<file path="config.mk">
export PLATFORM = sky130hd
export DESIGN_NAME = gpp_port12
export DESIGN_NICKNAME = d
export VERILOG_FILES = /design/src/pkg/gpp_pkg.sv /design/src/hw/gpp_sync.sv /design/src/hw/gpp_port12.sv
export SDC_FILE = /design/constraint.sdc
export NUM_CORES = 1
export LEC_CHECK = 0
export BUFFER_PORTS_ARGS = -buffer_cell sky130_fd_sc_hd__buf_2
export CORE_MARGIN = 2
export CORE_UTILIZATION = 50
export CTS_CLUSTER_DIAMETER = 80
export DETAILED_ROUTE_END_ITERATION = 7
export PLACE_DENSITY = 0.77
export SYNTH_ARGS = -nofsm -noshare
export SYNTH_HDL_FRONTEND = slang
export SYNTH_SLANG_ARGS = --single-unit
</file>
<file path="constraint.sdc">
create_clock -name MCLK -period 7.3 [get_ports MCLK]
set_clock_uncertainty 0.05 [all_clocks]
set_input_delay 0.73 -clock MCLK [delete_from_list [all_inputs] [get_ports MCLK]]
set_output_delay 0.73 -clock MCLK [all_outputs]
set_load 0.02 [all_outputs]
</file>
<file path="src/pkg/gpp_pkg.sv">
/*
  Package for the two-port pin function block: register offsets, field positions,
  reset values and the packed structs that carry pin and register traffic.
  Assumes a plain 8-bit register port with byte offsets of its own choosing.
*/
`default_nettype none
package gpp_pkg;
  localparam int GPP_AW = 4;
  localparam logic [3:0] GPP_OFS_FUNC_SEL = 4'h0;
  localparam logic [3:0] GPP_OFS_A_DIR = 4'h1;
  localparam logic [3:0] GPP_OFS_A_DATA = 4'h2;
  localparam logic [3:0] GPP_OFS_B_DIR = 4'h4;
  localparam logic [3:0] GPP_OFS_B_DATA = 4'h5;
  localparam logic [3:0] GPP_OFS_B_OTYPE = 4'h6;
  localparam logic [3:0] GPP_OFS_B_SEL = 4'h7;
  // Function select fields for the lower port-a pins
  localparam int GPP_FS_TIMER_OUT = 0;
  localparam int GPP_FS_PWM = 2;
  localparam int GPP_FS_INT0 = 4;
  localparam int GPP_FS_INT1 = 5;
  localparam logic [7:0] GPP_FS_MASK = 8'h35;
  localparam logic [7:0] GPP_A_PIN_MASK = 8'h37;
  localparam logic [7:0] GPP_A_DATA_RSV1 = 8'h08;
  localparam logic [4:0] GPP_B_PIN_MASK = 5'h1F;
  localparam logic [7:0] GPP_B_DATA_RSV1 = 8'hE0;
  localparam logic [7:0] GPP_B_OTYPE_RSV1 = 8'h07;
  localparam int GPP_OD_LO = 3;
  localparam logic [7:0] GPP_RST_ZERO = 8'h00;
  localparam logic [4:0] GPP_RST5 = 5'h00;

  typedef struct packed {
    logic [GPP_AW-1:0] addr;
    logic [7:0] wdata;
    logic wr;
    logic rd;
  } gpp_bus_s;

  typedef struct packed {
    logic [4:0] out;
    logic [4:0] oe;
  } gpp_pins5_s;
endpackage : gpp_pkg
`default_nettype wire

</file>
<file path="src/hw/gpp_sync.sv">
/*
  Two-flop synchroniser for a vector of pin levels.
  Assumes an active-low asynchronous reset already released on the same clock.
*/
`default_nettype none
module gpp_sync #(
  parameter int W = 8
) (
  input wire logic clk,
  input wire logic rst_n,
  input wire logic [W-1:0] d,
  output logic [W-1:0] q
);
  logic [W-1:0] meta_q;
  // First stage feeds only the second stage
  always_ff @(posedge clk or negedge rst_n) begin
    if (!rst_n) begin
      meta_q <= '0;
      q <= '0;
    end else begin
      meta_q <= d;
      q <= meta_q;
    end
  end
endmodule : gpp_sync
`default_nettype wire

</file>
<file path="src/hw/gpp_port12.sv">
/*
  Pin function logic for port a (lower pins with alternate functions) and the
  port b register set with pin drive. Registers sit on a plain 8-bit port with
  read data one cycle after the read strobe. Pins are split into in/out/enable.
  Peripherals supply their output levels and the port-b pin function overrides.
*/
// How it works
// - Pin a5 is input, output by direction, or interrupt-1/timer input if selected.
// - Pins a4, a1, a0 likewise give int-0, PWM, timer out; a2 is plain I/O.
// - Port-b peripheral selects override direction and data for each port-b pin.
// - Port-b direction bits 4..0 write-only, reset 0, 1 means output.
// - Port-b data holds output bits 4..0, reset 0; output pins read stored data.
// - Port-b data bits of input pins read the synchronised pin level.
// - Port-b data bits 7..5 always read 1.
// - Output-type bits 4 and 3 reset 0; 1 makes that pin open drain.
// - Output-type bits 7..5 read 0 and bits 2..0 read 1.
// - Function select bits are read/write and reset 0, so pins start as I/O.
`default_nettype none
module gpp_port12
  import gpp_pkg::*;
(
  input wire logic MCLK,
  input wire logic RESET_N,
  input wire logic [GPP_AW-1:0] ADDR,
  input wire logic [7:0] WDATA,
  input wire logic WR,
  input wire logic RD,
  output logic [7:0] RDATA,
  input wire logic [7:0] PA_IN,
  output logic [7:0] PA_OUT,
  output logic [7:0] PA_OE,
  output logic EXT_INTERRUPT_0,
  output logic EXT_INTERRUPT_1,
  output logic TIMER_B_EVENT_INPUT,
  input wire logic PWM_OUT_IN,
  input wire logic TIMER_W_OUTPUT_IN,
  input wire logic [4:0] PB_IN,
  output logic [4:0] PB_OUT,
  output logic [4:0] PB_OE,
  input wire logic [4:0] PB_PERIPH_SEL,
  input wire logic [4:0] PB_PERIPH_OUT,
  input wire logic [4:0] PB_PERIPH_OE,
  output logic [4:0] PB_PERIPH_IN
);
  logic rst_meta_q;
  logic rst_n_q;
  gpp_bus_s bus;
  logic [7:0] pa_sync;
  logic [4:0] pb_sync;
  logic [7:0] func_sel_q;
  logic [7:0] a_dir_q;
  logic [7:0] a_data_q;
  logic [4:0] b_dir_q;
  logic [4:0] b_data_q;
  logic [1:0] b_od_q;
  logic [7:0] rdata_d;
  logic [7:0] a_read;
  logic [4:0] b_read;
  logic [4:0] b_od;
  gpp_pins5_s pb_d;
  logic [7:0] pa_out_d;
  logic [7:0] pa_oe_d;

  always_ff @(posedge MCLK or negedge RESET_N) begin
    if (!RESET_N) begin
      rst_meta_q <= 1'b0;
      rst_n_q <= 1'b0;
    end else begin
      rst_meta_q <= 1'b1;
      rst_n_q <= rst_meta_q;
    end
  end

  assign bus = '{addr: ADDR, wdata: WDATA, wr: WR, rd: RD};

  // Pins are asynchronous to MCLK, so every read sees them two flops late
  gpp_sync #(.W(13)) u_sync (
    .clk(MCLK),
    .rst_n(rst_n_q),
    .d({PB_IN, PA_IN}),
    .q({pb_sync, pa_sync})
  );

  always_ff @(posedge MCLK or negedge rst_n_q) begin
    if (!rst_n_q) begin
      func_sel_q <= GPP_RST_ZERO;
    end else if (bus.wr && bus.addr == GPP_OFS_FUNC_SEL) begin
      func_sel_q <= bus.wdata & GPP_FS_MASK;
    end
  end

  always_ff @(posedge MCLK or negedge rst_n_q) begin
    if (!rst_n_q) begin
      a_dir_q <= GPP_RST_ZERO;
      a_data_q <= GPP_RST_ZERO;
    end else if (bus.wr) begin
      if (bus.addr == GPP_OFS_A_DIR) begin
        a_dir_q <= bus.wdata & GPP_A_PIN_MASK;
      end
      if (bus.addr == GPP_OFS_A_DATA) begin
        a_data_q <= bus.wdata & GPP_A_PIN_MASK;
      end
    end
  end

  always_ff @(posedge MCLK or negedge rst_n_q) begin
    if (!rst_n_q) begin
      b_dir_q <= GPP_RST5;
      b_data_q <= GPP_RST5;
      b_od_q <= 2'b00;
    end else if (bus.wr) begin
      // Only the defined bit slices are stored, reserved bits never reach a flop
      if (bus.addr == GPP_OFS_B_DIR) begin
        b_dir_q <= bus.wdata[4:0];
      end
      if (bus.addr == GPP_OFS_B_DATA) begin
        b_data_q <= bus.wdata[4:0];
      end
      if (bus.addr == GPP_OFS_B_OTYPE) begin
        b_od_q <= bus.wdata[4:GPP_OD_LO];
      end
    end
  end

  // Read mux: input pins show level, output pins show stored data
  always_comb begin
    a_read = (a_dir_q & a_data_q) | (~a_dir_q & pa_sync & GPP_A_PIN_MASK);
    a_read = a_read | GPP_A_DATA_RSV1;
    b_read = (b_dir_q & b_data_q) | (~b_dir_q & pb_sync);
    rdata_d = 8'h00;
    if (bus.rd) begin
      case (bus.addr)
        GPP_OFS_FUNC_SEL: rdata_d = func_sel_q;
        GPP_OFS_A_DATA: rdata_d = a_read;
        GPP_OFS_B_DATA: rdata_d = GPP_B_DATA_RSV1 | {3'b000, b_read};
        GPP_OFS_B_OTYPE: rdata_d = {3'b000, b_od_q, 3'b000} | GPP_B_OTYPE_RSV1;
        GPP_OFS_B_SEL: rdata_d = {3'b000, PB_PERIPH_SEL};
        // Direction registers are write-only and read as zero
        default: rdata_d = 8'h00;
      endcase
    end
  end

  // Alternate function overrides direction for each selectable pin
  always_comb begin
    pa_out_d = a_data_q;
    pa_oe_d = a_dir_q & GPP_A_PIN_MASK;
    if (func_sel_q[GPP_FS_INT1]) begin
      pa_oe_d[5] = 1'b0;
    end
    if (func_sel_q[GPP_FS_INT0]) begin
      pa_oe_d[4] = 1'b0;
    end
    if (func_sel_q[GPP_FS_PWM]) begin
      pa_out_d[1] = PWM_OUT_IN;
      pa_oe_d[1] = 1'b1;
    end
    if (func_sel_q[GPP_FS_TIMER_OUT]) begin
      pa_out_d[0] = TIMER_W_OUTPUT_IN;
      pa_oe_d[0] = 1'b1;
    end
  end

  assign b_od = {b_od_q, 3'b000};

  // Peripheral owns the pin when selected; open drain drives only the low level
  always_comb begin
    for (int i = 0; i < 5; i++) begin
      pb_d.out[i] = PB_PERIPH_SEL[i] ? PB_PERIPH_OUT[i] : b_data_q[i];
      pb_d.oe[i] = PB_PERIPH_SEL[i] ? PB_PERIPH_OE[i] : b_dir_q[i];
      if (b_od[i] && pb_d.out[i]) begin
        pb_d.oe[i] = 1'b0;
      end
    end
  end

  always_ff @(posedge MCLK or negedge rst_n_q) begin
    if (!rst_n_q) begin
      RDATA <= 8'h00;
    end else begin
      RDATA <= rdata_d;
    end
  end

  // Outputs are registered, costing one cycle of pin latency
  always_ff @(posedge MCLK or negedge rst_n_q) begin
    if (!rst_n_q) begin
      PA_OUT <= 8'h00;
      PA_OE <= 8'h00;
      PB_OUT <= 5'h00;
      PB_OE <= 5'h00;
      PB_PERIPH_IN <= 5'h00;
      EXT_INTERRUPT_0 <= 1'b0;
      EXT_INTERRUPT_1 <= 1'b0;
      TIMER_B_EVENT_INPUT <= 1'b0;
    end else begin
      PA_OUT <= pa_out_d;
      PA_OE <= pa_oe_d;
      PB_OUT <= pb_d.out;
      PB_OE <= pb_d.oe;
      PB_PERIPH_IN <= pb_sync & PB_PERIPH_SEL;
      EXT_INTERRUPT_0 <= func_sel_q[GPP_FS_INT0] & pa_sync[4];
      EXT_INTERRUPT_1 <= func_sel_q[GPP_FS_INT1] & pa_sync[5];
      TIMER_B_EVENT_INPUT <= func_sel_q[GPP_FS_INT1] & pa_sync[5];
    end
  end
endmodule : gpp_port12
`default_nettype wire

</file>
* Word-level counts from Yosys, hierarchy flattened
Cells that the tools add are included.
Storage, ports and cells: register bits 89, input port bits 46, output and inout port bits 42, logic and storage cells 64
Cells by class: eq/ne operators 6, mux-type cells 20, bitwise operators 11, reduce and logical (&&, ||, !) cells 9
Operator list (number):
- $pmux 8 s5 | 1
- $mux 1 | 18
- $eq 4x3->1 const B | 4
- $and 5x5->5 | 3
- $and 6x6->6 | 2
- $reduce_and 2->1 | 5
- $mux 8 | 1
- $not 6->6 | 1
- $or 6x6->6 | 1
- $not 5->5 | 1
- $or 5x5->5 | 1
- $eq 4x1->1 const B | 1
- $eq 4x2->1 const B | 1
- $logic_not 4->1 | 1
- $logic_and 1x1->1 | 3
- $and 1x1->1 | 2

* Longest topological paths before layout
word-level depth 5, depth in mapped cells 4, mapped depth without buffers 3

* Cells and area by module
A second synthesis with hierarchy kept.
Second synthesis, totals: cell total of the unflattened synthesis 203, area total of the unflattened synthesis 3220.6 um2
Modules (own cells, without submodules):
- gpp_port12 | times used 1, cells each 177, area an instance 2570.0 um2
- gpp_sync | times used 1, cells each 26, area an instance 650.6 um2

* Worst setup path after synthesis
No wires, ideal clock.
path kind input-to-reg, start input port ADDR[0], end register a_data_q[0], arrival time 1.718 ns, path slack 5.407 ns, stages 4, cell sequence buf_6 nor4b_4 nand2_4 mux2_4
Between the ends: cells in the longest elaborated chain, start to end 2
RTL lines:
- start, declared | RTL line gpp_port12.sv:24 | input wire logic [GPP_AW-1:0] ADDR,
- $eq 4x2->1 | RTL line gpp_port12.sv:100 | if (bus.addr == GPP_OFS_A_DATA) begin
- $reduce_and 2->1 (no line)
- end signal, assigned | RTL line gpp_port12.sv:101 | a_data_q <= bus.wdata & GPP_A_PIN_MASK;
- end, declared | RTL line gpp_port12.sv:52 | logic [7:0] a_data_q;
Every way passes these cells. A chain may end at the register's enable or synchronous reset.

* Worst setup path after layout
start input port ADDR[0], end register b_data_q[0]
Between the ends: cells in the longest elaborated chain, start to end 2
RTL lines:
- $eq 4x3->1 | RTL line gpp_port12.sv:116 | if (bus.addr == GPP_OFS_B_DATA) begin
- $reduce_and 2->1 (no line)
- end signal, assigned | RTL line gpp_port12.sv:117 | b_data_q <= bus.wdata[4:0];
- end, declared | RTL line gpp_port12.sv:54 | logic [4:0] b_data_q;
Every way passes these cells.

==> run summary <==
Status - completed
Worst EP arrival - 2.05 ns
PostCTS Resize Cnt - 0
RR Startpoint - a_dir_q[2]$_DFFE_PN0P_
CP Capture Type - register
Yosys cell types - 29
CTS root buffer - clkbuf_8
Simple-Gate Fraction of Synth Area - 0.0738
Top-area cell type share of the netlist area - 0.668
Post-CTS Hold Buffers - 0
Initial antenna violation count - 0
Mux share of post-synthesis cell area - 0.189
Mapped Avg Cell Area - 15.6 um^2
Setup TNS - 0 ns
Dpl ws - 5.05 ns
Adder-cell share of the synthesized area - 0
DR WL/cell - 15.6 um
CTS sink cnt - 82
Initial Util - 0.519
Gpl congestion - 0.734
Min-Delay Path Class - primary input to asynchronous set/reset pin
Synth warn - 0
Reg-to-reg slack, setup - 6.08 ns
Crit Path Max Fanout - 10
Count leader, synth - dfrtp_1
DIE AREA - 6780 um^2
Setup ws final - 5.44 ns
Hpwl dp - 3.81 mm
Core region area - 5920 um^2
Crit Path Class - primary input to register
Worst-path clk slew - 0.08 ns
Max Used Layer - met4
Startpoint Class - primary input
Sequential Area - 2060 um^2
Number of fill cells - 460
Number of max-cap violations - 0
Residual DRC - 0
CTS Buf Count - 9
Area leader, netlist - dfrtp_1
Post-CTS Setup Inserts - 0
Final setup fails - 0
Nets - 324
Met3 wire len - 331 um
WL final - 5.57 mm
Asr flop ratio synth - 1.00
Layout cells sized above 1 - 0.519
WP data required - 7.48 ns
Pin count of the biggest net entering global routing - 81
Worst-Margin Slew - 0.978 ns
RSZ-0062 raised after global routing - false
# H-tree levels - 3
Vias in the first global route - 1809
Latest clock arrival within the worst-skew pair - 0.35 ns
M1 wire length - 2.33 mm
Post-synthesis sequential area ratio - 0.668
Synth top area cells - dfrtp_1 67%, mux2_2 16%, mux2_4 2.4%
Fmax - 0.537 GHz
Slew Limit Headroom - 0.348
CTS tree - done
First-pass GRT wire length - 8.76 mm
Diodes inserted - 0
TritonRoute pass-1 iters - 4
Post-Syn Instances - 197
Reg-to-reg endpoint - RDATA[2]$_DFF_PN0_
Leakage power - 1.84 nW
Row cnt - 28
Combinational family with the most area after synthesis - multiplexers
Clock Path Buffers - 2
Top FF cell, synth - dfrtp_1
Die Y - 82.4 um
Routed wl met2 - 2.80 mm
Total track usage - 0.182
Iteration-0 DRC count of the detailed router - 114
Worst vdd ir - 0.000139 V
Post-synth EDFFs - 0
Synth Area in XOR/XNOR - 0
Post-route ant nets - 0
Footprint of the multi-input gates - 942 um^2
Routed via count - 1831
Seq cells post-synth - 82
Compound-Gate Fraction of Synth Area - 0.0359
Pwr Density - 309 nW/um^2
Fin. Hold Viols - 0
Final Critical Period - 1.86 ns
Cell area after synthesis - 3070 um^2
Final period util - 0.255
R2R depth - 3
Vias per cell - 5.11
Final max-slew violation count - 0
Commonest cells in the netlist - 82 x dfrtp_1, 43 x mux2_2, 8 x and2_1, 8 x buf_4, 7 x a21oi_1
Buffers on Ports - 76
GRT overflow - 0
Area Growth Syn to Fin - 22.0%
Die width - 82.4 um
I/O pin count - 88
-- power breakdown --
group,internal (mW),switching [mW]
logic,0.0875,0.0819
registers,0.520,0.0443
clock network,0.271,0.155
total,0.878,0.281
-- registers in the layout, indices dropped and copies added (netlist names) --
signal	flops
EXT_INTERRUPT_0	1
PA_OE	5
PA_OUT	5
PB_OE	5
PB_OUT	5
PB_PERIPH_IN	5
RDATA	7
TIMER_B_EVENT_INPUT	1
a_data_q	5
a_dir_q	5
b_data_q	5
b_dir_q	5
b_od_q	2
func_sel_q	4
rst_meta_q	1
rst_n_q	1
u_sync.meta_q	10
u_sync.q	10
-- metrics by stage --
stage / instance area, um^2 / power, mW / hold WS (ns) / utilization / cells
after floorplan: 3090 / 0.684 / 0.281 / - / 202
after global placement: 3480 / 0.736 / 0.282 / 0.588 / 342
after detailed placement: 3480 / 0.744 / 0.285 / 0.588 / 342
after CTS: 3750 / 1.17 / 0.0790 / 0.633 / 358
after global routing: 3750 / 1.21 / 0.0746 / 0.633 / 358
final: 3750 / 1.16 / 0.0951 / 0.633 / 358
-- logic make-up after synthesis --
family | Yosys count
muxes | 50
buffers and inverters | 13
DFF | 82
other | 2
and+or+nand+nor | 32
AOI/OAI and AO/OA | 18
-- layer usage --
| metal | global-route usage | vias to the layer above |
|---|---|---|
| met3 | 0.0511 | 12 |
| li1 | - | 831 |
| met5 | 0 | - |
| met1 | 0.229 | 932 |
| met4 | 0.0900 | 0 |
| met2 | 0.288 | 56 |
-- cells in the final DEF, fill, tap and decap left out, drive strengths merged --
cell type  netlist  final
mux2i            2      2
a21oi            7      7
and2             8      8
buf             11     76
conb             2      7
nor4             1      1
nor2             2      2
dfrtp           82     82
a22oi            4      4
clkinv           0      1
mux2            48     48
a2111o           1      1
and3b            2      2
nand3            1      1
nand4b           1      1
nand2            7      7
or2              2      2
a31oi            3      3
nor3             1      1
and4bb           1      1
nor2b            3      3
clkbuf           0     11
o21ai            3      3
inv              2      2
nand3b           1      1
bufinv           0      4
nor4b            1      1
nor3b            1      1
-- how the worst max path moves through the flow --
| stage | depth (start not counted) | slack (ns) | from | end |
|---|---|---|---|---|
| 6_report | 4 | 5.44 | ADDR[0] | b_data_q[0]$_DFFE_PN0P_ |
| 5_1_grt | 4 | 5.33 | ADDR[0] | b_data_q[0]$_DFFE_PN0P_ |
| 4_1_cts | 4 | 5.42 | ADDR[0] | b_data_q[0]$_DFFE_PN0P_ |
| 3_5_place_dp | 4 | 5.05 | ADDR[0] | b_data_q[1]$_DFFE_PN0P_ |
| 3_3_place_gp | 4 | 5.10 | ADDR[0] | b_data_q[0]$_DFFE_PN0P_ |
| 2_1_floorplan | 0 | 4.80 | rst_n_q$_DFF_PN0_ | EXT_INTERRUPT_0$_DFF_PN0_ |
-- final cells by class --
type                            count  share of cell area
Sequential cell                    82               0.549
Multi-Input combinational cell    107               0.252
Timing Repair Buffer               76               0.102
Clock buffer                       11              0.0377
Clock inverter                      5              0.0334
Tap cell                           75              0.0251
Inverter                            2             0.00200
-- worst max-delay path: stages --
cell and delay, ns:
buf_2 0.22, nand3b_1 0.17, nor3b_2 0.52, mux2_2 0.40
(Power assumes the default switching activity.)
